[src/rtl/canfc_pkg.sv]
// Purpose: shared constants and carriers of the can fault supervisor
// Assumes: 20 MHz core clock, active high asynchronous reset
// Notes:   all timing figures are given in ns and turned into cycle counts here
// Operation
// - low means dominant, high means recessive
// - bus stays recessive until reset pin seen
// - any supervised fault sets the error flag
// - disable bit suppresses every fault handling action
// - transmit stuck low disables transmitter, latches
// - bus missing dominant four times disables transmitter
// - host reads, clears flags; disable holds till clear
// - bus dominant too long latches, transmitter stays
// - echo missing four times disables transmitter, latches
package canfc_pkg;

  localparam int unsigned CLK_PERIOD_NS = 50;

  // counter geometry
  localparam int unsigned CNT_W  = 20;
  localparam int unsigned WIN_W  = 8;
  localparam int unsigned MISS_W = 3;

  // timing figures in ns
  localparam int unsigned TX_DOM_TIMEOUT_NS = 1000000;
  localparam int unsigned BUS_DOM_TIMEOUT_NS = 1000000;
  localparam int unsigned ECHO_WINDOW_NS    = 600;

  // derived cycle counts, least times rounded up
  localparam logic [CNT_W-1:0] TX_DOM_CYC =
    CNT_W'((TX_DOM_TIMEOUT_NS + CLK_PERIOD_NS - 1) / CLK_PERIOD_NS);
  localparam logic [CNT_W-1:0] BUS_DOM_CYC =
    CNT_W'((BUS_DOM_TIMEOUT_NS + CLK_PERIOD_NS - 1) / CLK_PERIOD_NS);
  localparam logic [WIN_W-1:0] ECHO_WIN_CYC =
    WIN_W'((ECHO_WINDOW_NS + CLK_PERIOD_NS - 1) / CLK_PERIOD_NS);

  localparam logic [MISS_W-1:0] ECHO_MISS_LIMIT = 3'h4;

  // event fifo geometry
  localparam int unsigned EVT_W     = 4;
  localparam int unsigned EVT_DEPTH = 16;

  // reset values
  localparam logic [2:0] RST_SYNC_HIGH = 3'h7;
  localparam logic [2:0] RST_SYNC_LOW  = 3'h0;

  // latched fault flags, also the clear strobe layout and event word layout
  typedef struct packed {
    logic perm_dom;      // bus dominant too long
    logic echo_loss;     // internal echo did not follow
    logic rx_recessive;  // bus did not follow
    logic tx_timeout;    // transmit input stuck dominant
  } canfc_flags_t;

  localparam canfc_flags_t RST_FLAGS = 4'h0;

  // complete state of the supervisor
  typedef struct packed {
    logic [2:0]        tx_sync;
    logic [2:0]        bus_sync;
    logic [2:0]        echo_sync;
    logic [2:0]        rstp_sync;
    logic              tx_f;
    logic              bus_f;
    logic              echo_f;
    logic              rstp_f;
    logic              tx_prev;
    logic              armed;
    logic              bus_drive;
    logic              rx_out;
    logic [CNT_W-1:0]  dom_cnt;
    logic [CNT_W-1:0]  perm_cnt;
    logic [WIN_W-1:0]  win_cnt;
    logic              seen_bus;
    logic              seen_echo;
    logic [MISS_W-1:0] miss_bus;
    logic [MISS_W-1:0] miss_echo;
    canfc_flags_t      flags;
    logic [EVT_W-1:0]  pend;
  } canfc_state_t;

endpackage : canfc_pkg

[src/rtl/canfc_fifo.sv]
// Purpose: event queue between the supervisor and the host link
// Assumes: single clock, depth a power of two
// Notes:   data out is the stored word, so it comes straight from flops
`timescale 1ns/10ps
`default_nettype none
module canfc_fifo #(
  parameter int unsigned WIDTH = 4,
  parameter int unsigned DEPTH = 16
) (
  input  wire logic             clock,
  input  wire logic             rst,
  input  wire logic             in_valid,
  output logic                  in_ready,
  input  wire logic [WIDTH-1:0] in_data,
  output logic                  out_valid,
  input  wire logic             out_ready,
  output logic [WIDTH-1:0]      out_data
);
  localparam int unsigned AW = (DEPTH > 1) ? $clog2(DEPTH) : 1;

  typedef struct packed {
    logic [DEPTH-1:0][WIDTH-1:0] mem;
    logic [AW-1:0]               wr;
    logic [AW-1:0]               rd;
    logic [AW:0]                 count;
  } canfc_fifo_state_t;

  canfc_fifo_state_t st_ff;
  canfc_fifo_state_t nxt_st;
  logic              push;
  logic              pop;

  // honest full and empty from the fill count
  assign in_ready  = (st_ff.count != (AW+1)'(DEPTH));
  assign out_valid = (st_ff.count != '0);
  assign out_data  = st_ff.mem[st_ff.rd];
  assign push      = in_valid & in_ready;
  assign pop       = out_valid & out_ready;

  // pointer and count update; wrap is natural for a power of two depth
  always_comb begin
    nxt_st = st_ff;
    if (push) begin
      nxt_st.mem[st_ff.wr] = in_data;
      nxt_st.wr            = st_ff.wr + 1'b1;
    end
    if (pop) begin
      nxt_st.rd = st_ff.rd + 1'b1;
    end
    if (push && !pop) begin
      nxt_st.count = st_ff.count + 1'b1;
    end else if (pop && !push) begin
      nxt_st.count = st_ff.count - 1'b1;
    end
  end

  always_ff @(posedge clock or posedge rst) begin
    if (rst) begin
      st_ff <= '0;
    end else begin
      st_ff <= nxt_st;
    end
  end

endmodule : canfc_fifo
`default_nettype wire

[src/rtl/canfc_top.sv]
// Purpose: fault supervision and level mapping around a high speed can transceiver
// Assumes: pins are asynchronous and pass a three flop filter; clears are core pulses
// Notes:   fault flags and transmitter disable survive until the host clears them
`timescale 1ns/10ps
`default_nettype none
module canfc_top #(
  parameter logic [canfc_pkg::CNT_W-1:0]  DOM_TX_CYCLES   = canfc_pkg::TX_DOM_CYC,
  parameter logic [canfc_pkg::CNT_W-1:0]  PERM_DOM_CYCLES = canfc_pkg::BUS_DOM_CYC,
  parameter logic [canfc_pkg::WIN_W-1:0]  ECHO_WIN_CYCLES = canfc_pkg::ECHO_WIN_CYC,
  parameter logic [canfc_pkg::MISS_W-1:0] MISS_LIMIT      = canfc_pkg::ECHO_MISS_LIMIT,
  parameter int unsigned                  EVT_DEPTH       = canfc_pkg::EVT_DEPTH
) (
  input  wire logic                             clock,
  input  wire logic                             rst,
  input  wire logic                             tx_pin,
  input  wire logic                             bus_rx,
  input  wire logic                             rx_echo,
  input  wire logic                             reset_pin,
  input  wire logic                             fault_handling_disable,
  input  wire canfc_pkg::canfc_flags_t          fault_clear,
  output logic                                  rx_pin,
  output logic                                  bus_drive_dominant,
  output logic                                  tx_disabled,
  output logic                                  fault_any,
  output canfc_pkg::canfc_flags_t               fault_status,
  output logic                                  evt_valid,
  input  wire logic                             evt_ready,
  output logic [canfc_pkg::EVT_W-1:0]           evt_data
);
  canfc_pkg::canfc_state_t st_ff;
  canfc_pkg::canfc_state_t nxt_st;
  canfc_pkg::canfc_flags_t set_evt;
  logic                    dis;
  logic                    tx_dom;
  logic                    bus_dom;
  logic                    txoff;
  logic                    tx_fall;
  logic                    win_end;
  logic                    miss_b;
  logic                    miss_e;
  logic                    push_valid;
  logic                    push_ready;
  logic [canfc_pkg::EVT_W-1:0] push_data;
  logic [canfc_pkg::EVT_W-1:0] new_evt;

  // a level change counts only once the second and third flops agree
  function automatic logic filt(input logic s2, input logic s3, input logic cur);
    filt = (s2 == s3) ? s3 : cur;
  endfunction : filt

  // consecutive miss counter step: returns the next count, flags the limit
  function automatic logic [canfc_pkg::MISS_W:0] miss_step(
    input logic                        miss,
    input logic [canfc_pkg::MISS_W-1:0] cnt,
    input logic [canfc_pkg::MISS_W-1:0] lim
  );
    miss_step = '0;
    if (miss) begin
      if (cnt == lim - 1'b1) begin
        miss_step = {1'b1, {canfc_pkg::MISS_W{1'b0}}};
      end else begin
        miss_step = {1'b0, cnt + 1'b1};
      end
    end
  endfunction : miss_step

  assign dis        = fault_handling_disable;
  assign tx_dom     = ~st_ff.tx_f & st_ff.armed;
  assign bus_dom    = ~st_ff.bus_f;
  assign txoff      = ~dis & (st_ff.flags.tx_timeout | st_ff.flags.rx_recessive
                              | st_ff.flags.echo_loss);
  assign tx_fall    = st_ff.tx_prev & ~st_ff.tx_f & st_ff.armed & ~txoff & ~dis;
  assign win_end    = (st_ff.win_cnt == 8'h01);
  assign miss_b     = win_end & ~(st_ff.seen_bus | bus_dom);
  assign miss_e     = win_end & ~(st_ff.seen_echo | ~st_ff.echo_f);
  assign new_evt    = set_evt & ~st_ff.flags;
  assign push_valid = (st_ff.pend != '0);
  assign push_data  = st_ff.pend & (~st_ff.pend + 4'h1);

  // outputs from state flops; fault_any is their OR, tx_disabled is also gated directly by fault_handling_disable
  assign rx_pin             = st_ff.rx_out;
  assign bus_drive_dominant = st_ff.bus_drive;
  assign tx_disabled        = txoff;
  assign fault_status       = st_ff.flags;
  assign fault_any          = |st_ff.flags;

  // next state: filters, counters, flags, event queue feed
  always_comb begin
    logic [canfc_pkg::MISS_W:0] mb;
    logic [canfc_pkg::MISS_W:0] me;
    mb      = '0;
    me      = '0;
    nxt_st  = st_ff;
    set_evt = '0;
    nxt_st.tx_sync   = {st_ff.tx_sync[1:0], tx_pin};
    nxt_st.bus_sync  = {st_ff.bus_sync[1:0], bus_rx};
    nxt_st.echo_sync = {st_ff.echo_sync[1:0], rx_echo};
    nxt_st.rstp_sync = {st_ff.rstp_sync[1:0], reset_pin};
    nxt_st.tx_f      = filt(st_ff.tx_sync[1], st_ff.tx_sync[2], st_ff.tx_f);
    nxt_st.bus_f     = filt(st_ff.bus_sync[1], st_ff.bus_sync[2], st_ff.bus_f);
    nxt_st.echo_f    = filt(st_ff.echo_sync[1], st_ff.echo_sync[2], st_ff.echo_f);
    nxt_st.rstp_f    = filt(st_ff.rstp_sync[1], st_ff.rstp_sync[2], st_ff.rstp_f);
    nxt_st.tx_prev   = st_ff.tx_f;
    // transmit input is ignored until the reset pin has been seen asserted
    if (st_ff.rstp_f) begin
      nxt_st.armed = 1'b1;
    end
    // stuck dominant transmit: count clocks while low, restart on high
    if (!tx_dom || dis) begin
      nxt_st.dom_cnt = '0;
    end else if (st_ff.dom_cnt != DOM_TX_CYCLES) begin
      nxt_st.dom_cnt = st_ff.dom_cnt + 1'b1;
    end
    set_evt.tx_timeout = ~dis & tx_dom & (st_ff.dom_cnt == DOM_TX_CYCLES);
    // permanent dominant bus: latched only, the driver keeps running
    if (!bus_dom || dis) begin
      nxt_st.perm_cnt = '0;
    end else if (st_ff.perm_cnt != PERM_DOM_CYCLES) begin
      nxt_st.perm_cnt = st_ff.perm_cnt + 1'b1;
    end
    set_evt.perm_dom = ~dis & bus_dom & (st_ff.perm_cnt == PERM_DOM_CYCLES);
    // echo window opens on each dominant edge we actually drive while no window is open
    if (st_ff.win_cnt != '0) begin
      nxt_st.win_cnt   = st_ff.win_cnt - 1'b1;
      nxt_st.seen_bus  = st_ff.seen_bus | bus_dom;
      nxt_st.seen_echo = st_ff.seen_echo | ~st_ff.echo_f;
    end else if (tx_fall) begin
      nxt_st.win_cnt   = ECHO_WIN_CYCLES;
      nxt_st.seen_bus  = 1'b0;
      nxt_st.seen_echo = 1'b0;
    end
    // a followed edge resets the miss run, only consecutive misses count
    if (win_end) begin
      mb = miss_step(miss_b, st_ff.miss_bus, MISS_LIMIT);
      me = miss_step(miss_e, st_ff.miss_echo, MISS_LIMIT);
      nxt_st.miss_bus  = mb[canfc_pkg::MISS_W-1:0];
      nxt_st.miss_echo = me[canfc_pkg::MISS_W-1:0];
    end
    set_evt.rx_recessive = ~dis & mb[canfc_pkg::MISS_W];
    set_evt.echo_loss    = ~dis & me[canfc_pkg::MISS_W];
    if (dis) begin
      nxt_st.win_cnt   = '0;
      nxt_st.miss_bus  = '0;
      nxt_st.miss_echo = '0;
    end
    // sticky flags: a set in the clearing cycle wins
    nxt_st.flags = (st_ff.flags & ~fault_clear) | set_evt;
    // pending events wait here while the queue is full
    if (push_valid && push_ready) begin
      nxt_st.pend = (st_ff.pend & ~push_data) | new_evt;
    end else begin
      nxt_st.pend = st_ff.pend | new_evt;
    end
    // driver and receive pin, one flop after the filtered inputs
    nxt_st.bus_drive = tx_dom & ~txoff;
    nxt_st.rx_out    = st_ff.bus_f;
  end

  // reset keeps pins recessive and the device disarmed
  always_ff @(posedge clock or posedge rst) begin
    if (rst) begin
      st_ff           <= '0;
      st_ff.tx_sync   <= canfc_pkg::RST_SYNC_HIGH;
      st_ff.bus_sync  <= canfc_pkg::RST_SYNC_HIGH;
      st_ff.echo_sync <= canfc_pkg::RST_SYNC_HIGH;
      st_ff.rstp_sync <= canfc_pkg::RST_SYNC_LOW;
      st_ff.tx_f      <= 1'b1;
      st_ff.bus_f     <= 1'b1;
      st_ff.echo_f    <= 1'b1;
      st_ff.tx_prev   <= 1'b1;
      st_ff.rx_out    <= 1'b1;
      st_ff.flags     <= canfc_pkg::RST_FLAGS;
    end else begin
      st_ff <= nxt_st;
    end
  end

  // fault events queued toward the host link
  canfc_fifo #(
    .WIDTH (canfc_pkg::EVT_W),
    .DEPTH (EVT_DEPTH)
  ) u_evt_fifo (
    .clock     (clock),
    .rst       (rst),
    .in_valid  (push_valid),
    .in_ready  (push_ready),
    .in_data   (push_data),
    .out_valid (evt_valid),
    .out_ready (evt_ready),
    .out_data  (evt_data)
  );
endmodule : canfc_top
`default_nettype wire

[config.mk]
export PLATFORM = sky130hd
export DESIGN_NAME = canfc_top
export DESIGN_NICKNAME = d
export VERILOG_FILES = /design/src/rtl/canfc_pkg.sv /design/src/rtl/canfc_fifo.sv /design/src/rtl/canfc_top.sv
export SDC_FILE = /design/constraint.sdc
export NUM_CORES = 1
export LEC_CHECK = 0
export ABC_AREA = 0
export BUFFER_PORTS_ARGS = -buffer_cell sky130_fd_sc_hd__buf_4
export CAP_MARGIN = 20
export CORE_AREA = 2 2 191 146
export DETAILED_ROUTE_END_ITERATION = 7
export DIE_AREA = 0 0 193 148
export SYNTH_ARGS = -nofsm -noshare
export SYNTH_HDL_FRONTEND = slang
export SYNTH_HIERARCHICAL = 1
export SYNTH_SLANG_ARGS = --single-unit
[constraint.sdc]
create_clock -name clock -period 3.8 [get_ports clock]
set_clock_uncertainty 0.1 [all_clocks]
set_input_delay 0.38 -clock clock [delete_from_list [all_inputs] [get_ports clock]]
set_output_delay 0.38 -clock clock [all_outputs]
set_load 0.05 [all_outputs]
==> impl_metrics.csv <==
group,metric,value,unit
final_layout,final_util,33.9,%
synth,yosysSeqAreaShare,51.2,%
route,dr.pass1.iters,4,
die,rows,52,
sta,final.setup.tns,0,ns
setup_path,cp_data_required_time,3.32,ns
worst_hold_path,min_path_type,"input port to flop",
final_layout,nets,719,
clocking,clock-sinks,161,
sta,setup_viol,0,
power,pwr_density_cell,538,mW/mm²
synth,synth_edf_count,0,
die,die_h,148,µm
setup_path,worstSetupPathType,"flop to primary output",
route,wl_per_cell,15.1,µm
power,switchingPower,0.00158,W
placement,dp_hpwl,10800,µm
die,start_util,29.6,%
synth,yosysMostFrequentCell,"dfrtp_1",
route,avgViaCountPerCell,4.79,
sta,rsz0062_at_grt,"no",
global_routing,grt_pass1_vias,5044,
synth,synth_cell_types,72,
power,p_leak,3.97,nW
placement,port_buffers,24,
final_layout,antenna_cells,0,
synth,synthArstFlopShare,100,%
clocking,clock_path_buffers,2,
clocking,cts_tree,"done",
synth,synth_top_area_share,46.6,%
global_routing,grt_pass1_wl,27000,µm
sta,drv_slew,0,
route,routed-via-count,5041,
placement,gp_congestion,0.772,
sta,period_needed,2.91,ns
power,swShare,32.3,%
global_routing,grt_antenna_before_repair,0,
synth,synth_top_area_cell,"dfrtp_1",
global_routing,track_usage,12.0,%
final_layout,n_fill_cell,2672,
synth,ys_ff_latch,161,
die,coreArea,0.0267,mm²
sta,slew_headroom,48.1,%
setup_path,cp-end-kind,"primary output",
synth,syn_area,0.00790,mm²
route,ant_nets,0,
synth,syn_avg_cell_area,11.9,µm²
sta,hold_viol_final,0,
synth,synthFlopType,"dfrtp_1",
flow_run,cap_viol_max_count,0,
sta,min_period_over_period,76.6,%
route,post-route-drc-count,0,
synth,synthCells,664,
synth,syn_nets,695,
clocking,htree_num_levels,4,
synth,ys_top_cells_by_count,"dfrtp_1 (147), mux2_2 (59), nand2_1 (43), nor2_1 (34), o21ai_0 (26)",
final_layout,layout-drive-gt1-share,25.8,%
route,dr.first_iter.drc_count,290,
global_routing,grt_max_degree,39,
outcome,outcome,"completed",
setup_path,arrival,2.43,ns
sta,worst_slew_pin_slew,0.776,ns
sta,fmax,343,MHz
power,pwr-share-comb,23.0,%
power,pwr-share-seq,41.0,%
die,dieArea,0.0286,mm²
clocking,insertion_delay,0.43,ns
setup_path,critPathMaxFanout,13,
power,max-vdd-ir-drop,631,µV
clocking,clk_pin_slew,0.07,ns
power,clkPwrFrac,36.0,%
power,p_int,0.00330,W
die,ios,25,
synth,synth.area.top_cells,"dfrtp_1 (47%), mux2_2 (8.4%), dfstp_2 (4.7%)",
setup_path,worstSetupStartpointType,"flop",
global_routing,grt-ovfl-total,0,
final_layout,area_growth,14.5,%
clocking,cts-root-buf,"clkbuf_16",
clocking,cts_buffers,17,
route,drt-total-wl,15800,µm
synth,yosys_warnings,6,
die,die_x,193,µm
layout make-up:
| cell class | instances | area, µm² | area share, % |
|---|---|---|---|
| Clock buffer | 20 | 457 | 5.05 |
| Clock inverter | 12 | 145 | 1.60 |
| Inverter | 24 | 91.3 | 1.01 |
| Multi-Input combinational cell | 448 | 3590 | 39.6 |
| Sequential cell | 161 | 4050 | 44.7 |
| Tap cell | 351 | 439 | 4.85 |
| Timing Repair Buffer | 36 | 283 | 3.13 |
cells by family (layout without fill, tap and decap cells):
group / after synthesis / count (layout) / synth area share, %
AOI/OAI and AO/OA: 89 / 89 / 6.98
xor gates and xnor gates: 32 / 32 / 3.55
adders and majority gates: 23 / 23 / 3.61
buffers and inverters: 55 / 92 / 3.40
DFF: 161 / 161 / 51.2
muxes: 93 / 93 / 14.5
and+or+nand+nor: 211 / 211 / 16.7
layout by cell type, fill, tap and decap left out, drive strengths merged, types with 12 or more instances in the layout:
master,instances
dfrtp,147
mux2,69
nand2,43
nor2,34
nand3,34
buf,31
o21ai,27
inv,27
a21oi,25
xor2,20
clkbuf,20
ha,18
mux2i,16
nand4,16
dfstp,14
xnor2,12
critical path: stages (launching register included):
cell and delay, ns:
dfrtp_1 0.61, nor2b_1 0.60, a221oi_1 0.26, a22oi_1 0.23, nand2_1 0.11, buf_4 0.20
worst paths after layout:
kind	startpoint	end	slack (ns)	depth (start not counted)
worst max register to register	u_evt_fifo/st_ff[0]	u_evt_fifo/st_ff[4]	0.91	11
max in group asynchronous	rst	u_evt_fifo/st_ff[31]	2.27	4
worst min-delay path	fault_clear[0]	fault_status[0]	0.04	2
min in group asynchronous	rst	st_ff[31]	0.41	3
worst max-delay path	u_evt_fifo/st_ff[6]	evt_data[0]	0.89	5
worst min register to register	nxt_st[73]	nxt_st[74]	0.25	0
power groups by stage:
stage | registers, W | logic [W] | clock network (W)
after floorplan | 0.00196 | 0.000912 | 0
after global placement | 0.00202 | 0.00111 | 0
after detailed placement | 0.00203 | 0.00112 | 0
after CTS | 0.00200 | 0.00113 | 0.00181
after global routing | 0.00202 | 0.00126 | 0.00188
final | 0.00200 | 0.00112 | 0.00175
flip-flops by register name (all words and copies together) (netlist names):
register / flops
bus_drive_dominant: 1
nxt_st: 10
rx_pin: 1
u_evt_fifo/st_ff: 77
fault_status: 4
st_ff: 68
what timing repair did:
item	in CTS	in global routing
setup buffers	0	0
hold buffers	5	0
endpoints found under the hold margin	38	0
gates resized for setup	0	0
layer usage:
| layer | global-route usage (%) | routed length (µm) | up-vias |
|---|---|---|---|
| met5 | 0 | 0 | - |
| met4 | 3.07 | 133 | 0 |
| met3 | 3.21 | 597 | 10 |
| met2 | 17.0 | 6570 | 64 |
| met1 | 18.1 | 8540 | 2531 |
| li1 | - | - | 2436 |
per-stage QoR:
step,hold slack [ns],total power [W],instances,worst slack [ns],instance area (µm²)
5_1_grt,0.0294,0.00516,1052,0.705,9050
3_3_place_gp,0.237,0.00313,1014,1.01,8390
2_1_floorplan,0.231,0.00287,664,0.873,7900
6_report,0.0432,0.00487,1052,0.888,9050
3_5_place_dp,0.242,0.00315,1015,0.930,8400
4_1_cts,0.0224,0.00494,1052,0.849,9050
(Power assumes the default switching activity.)
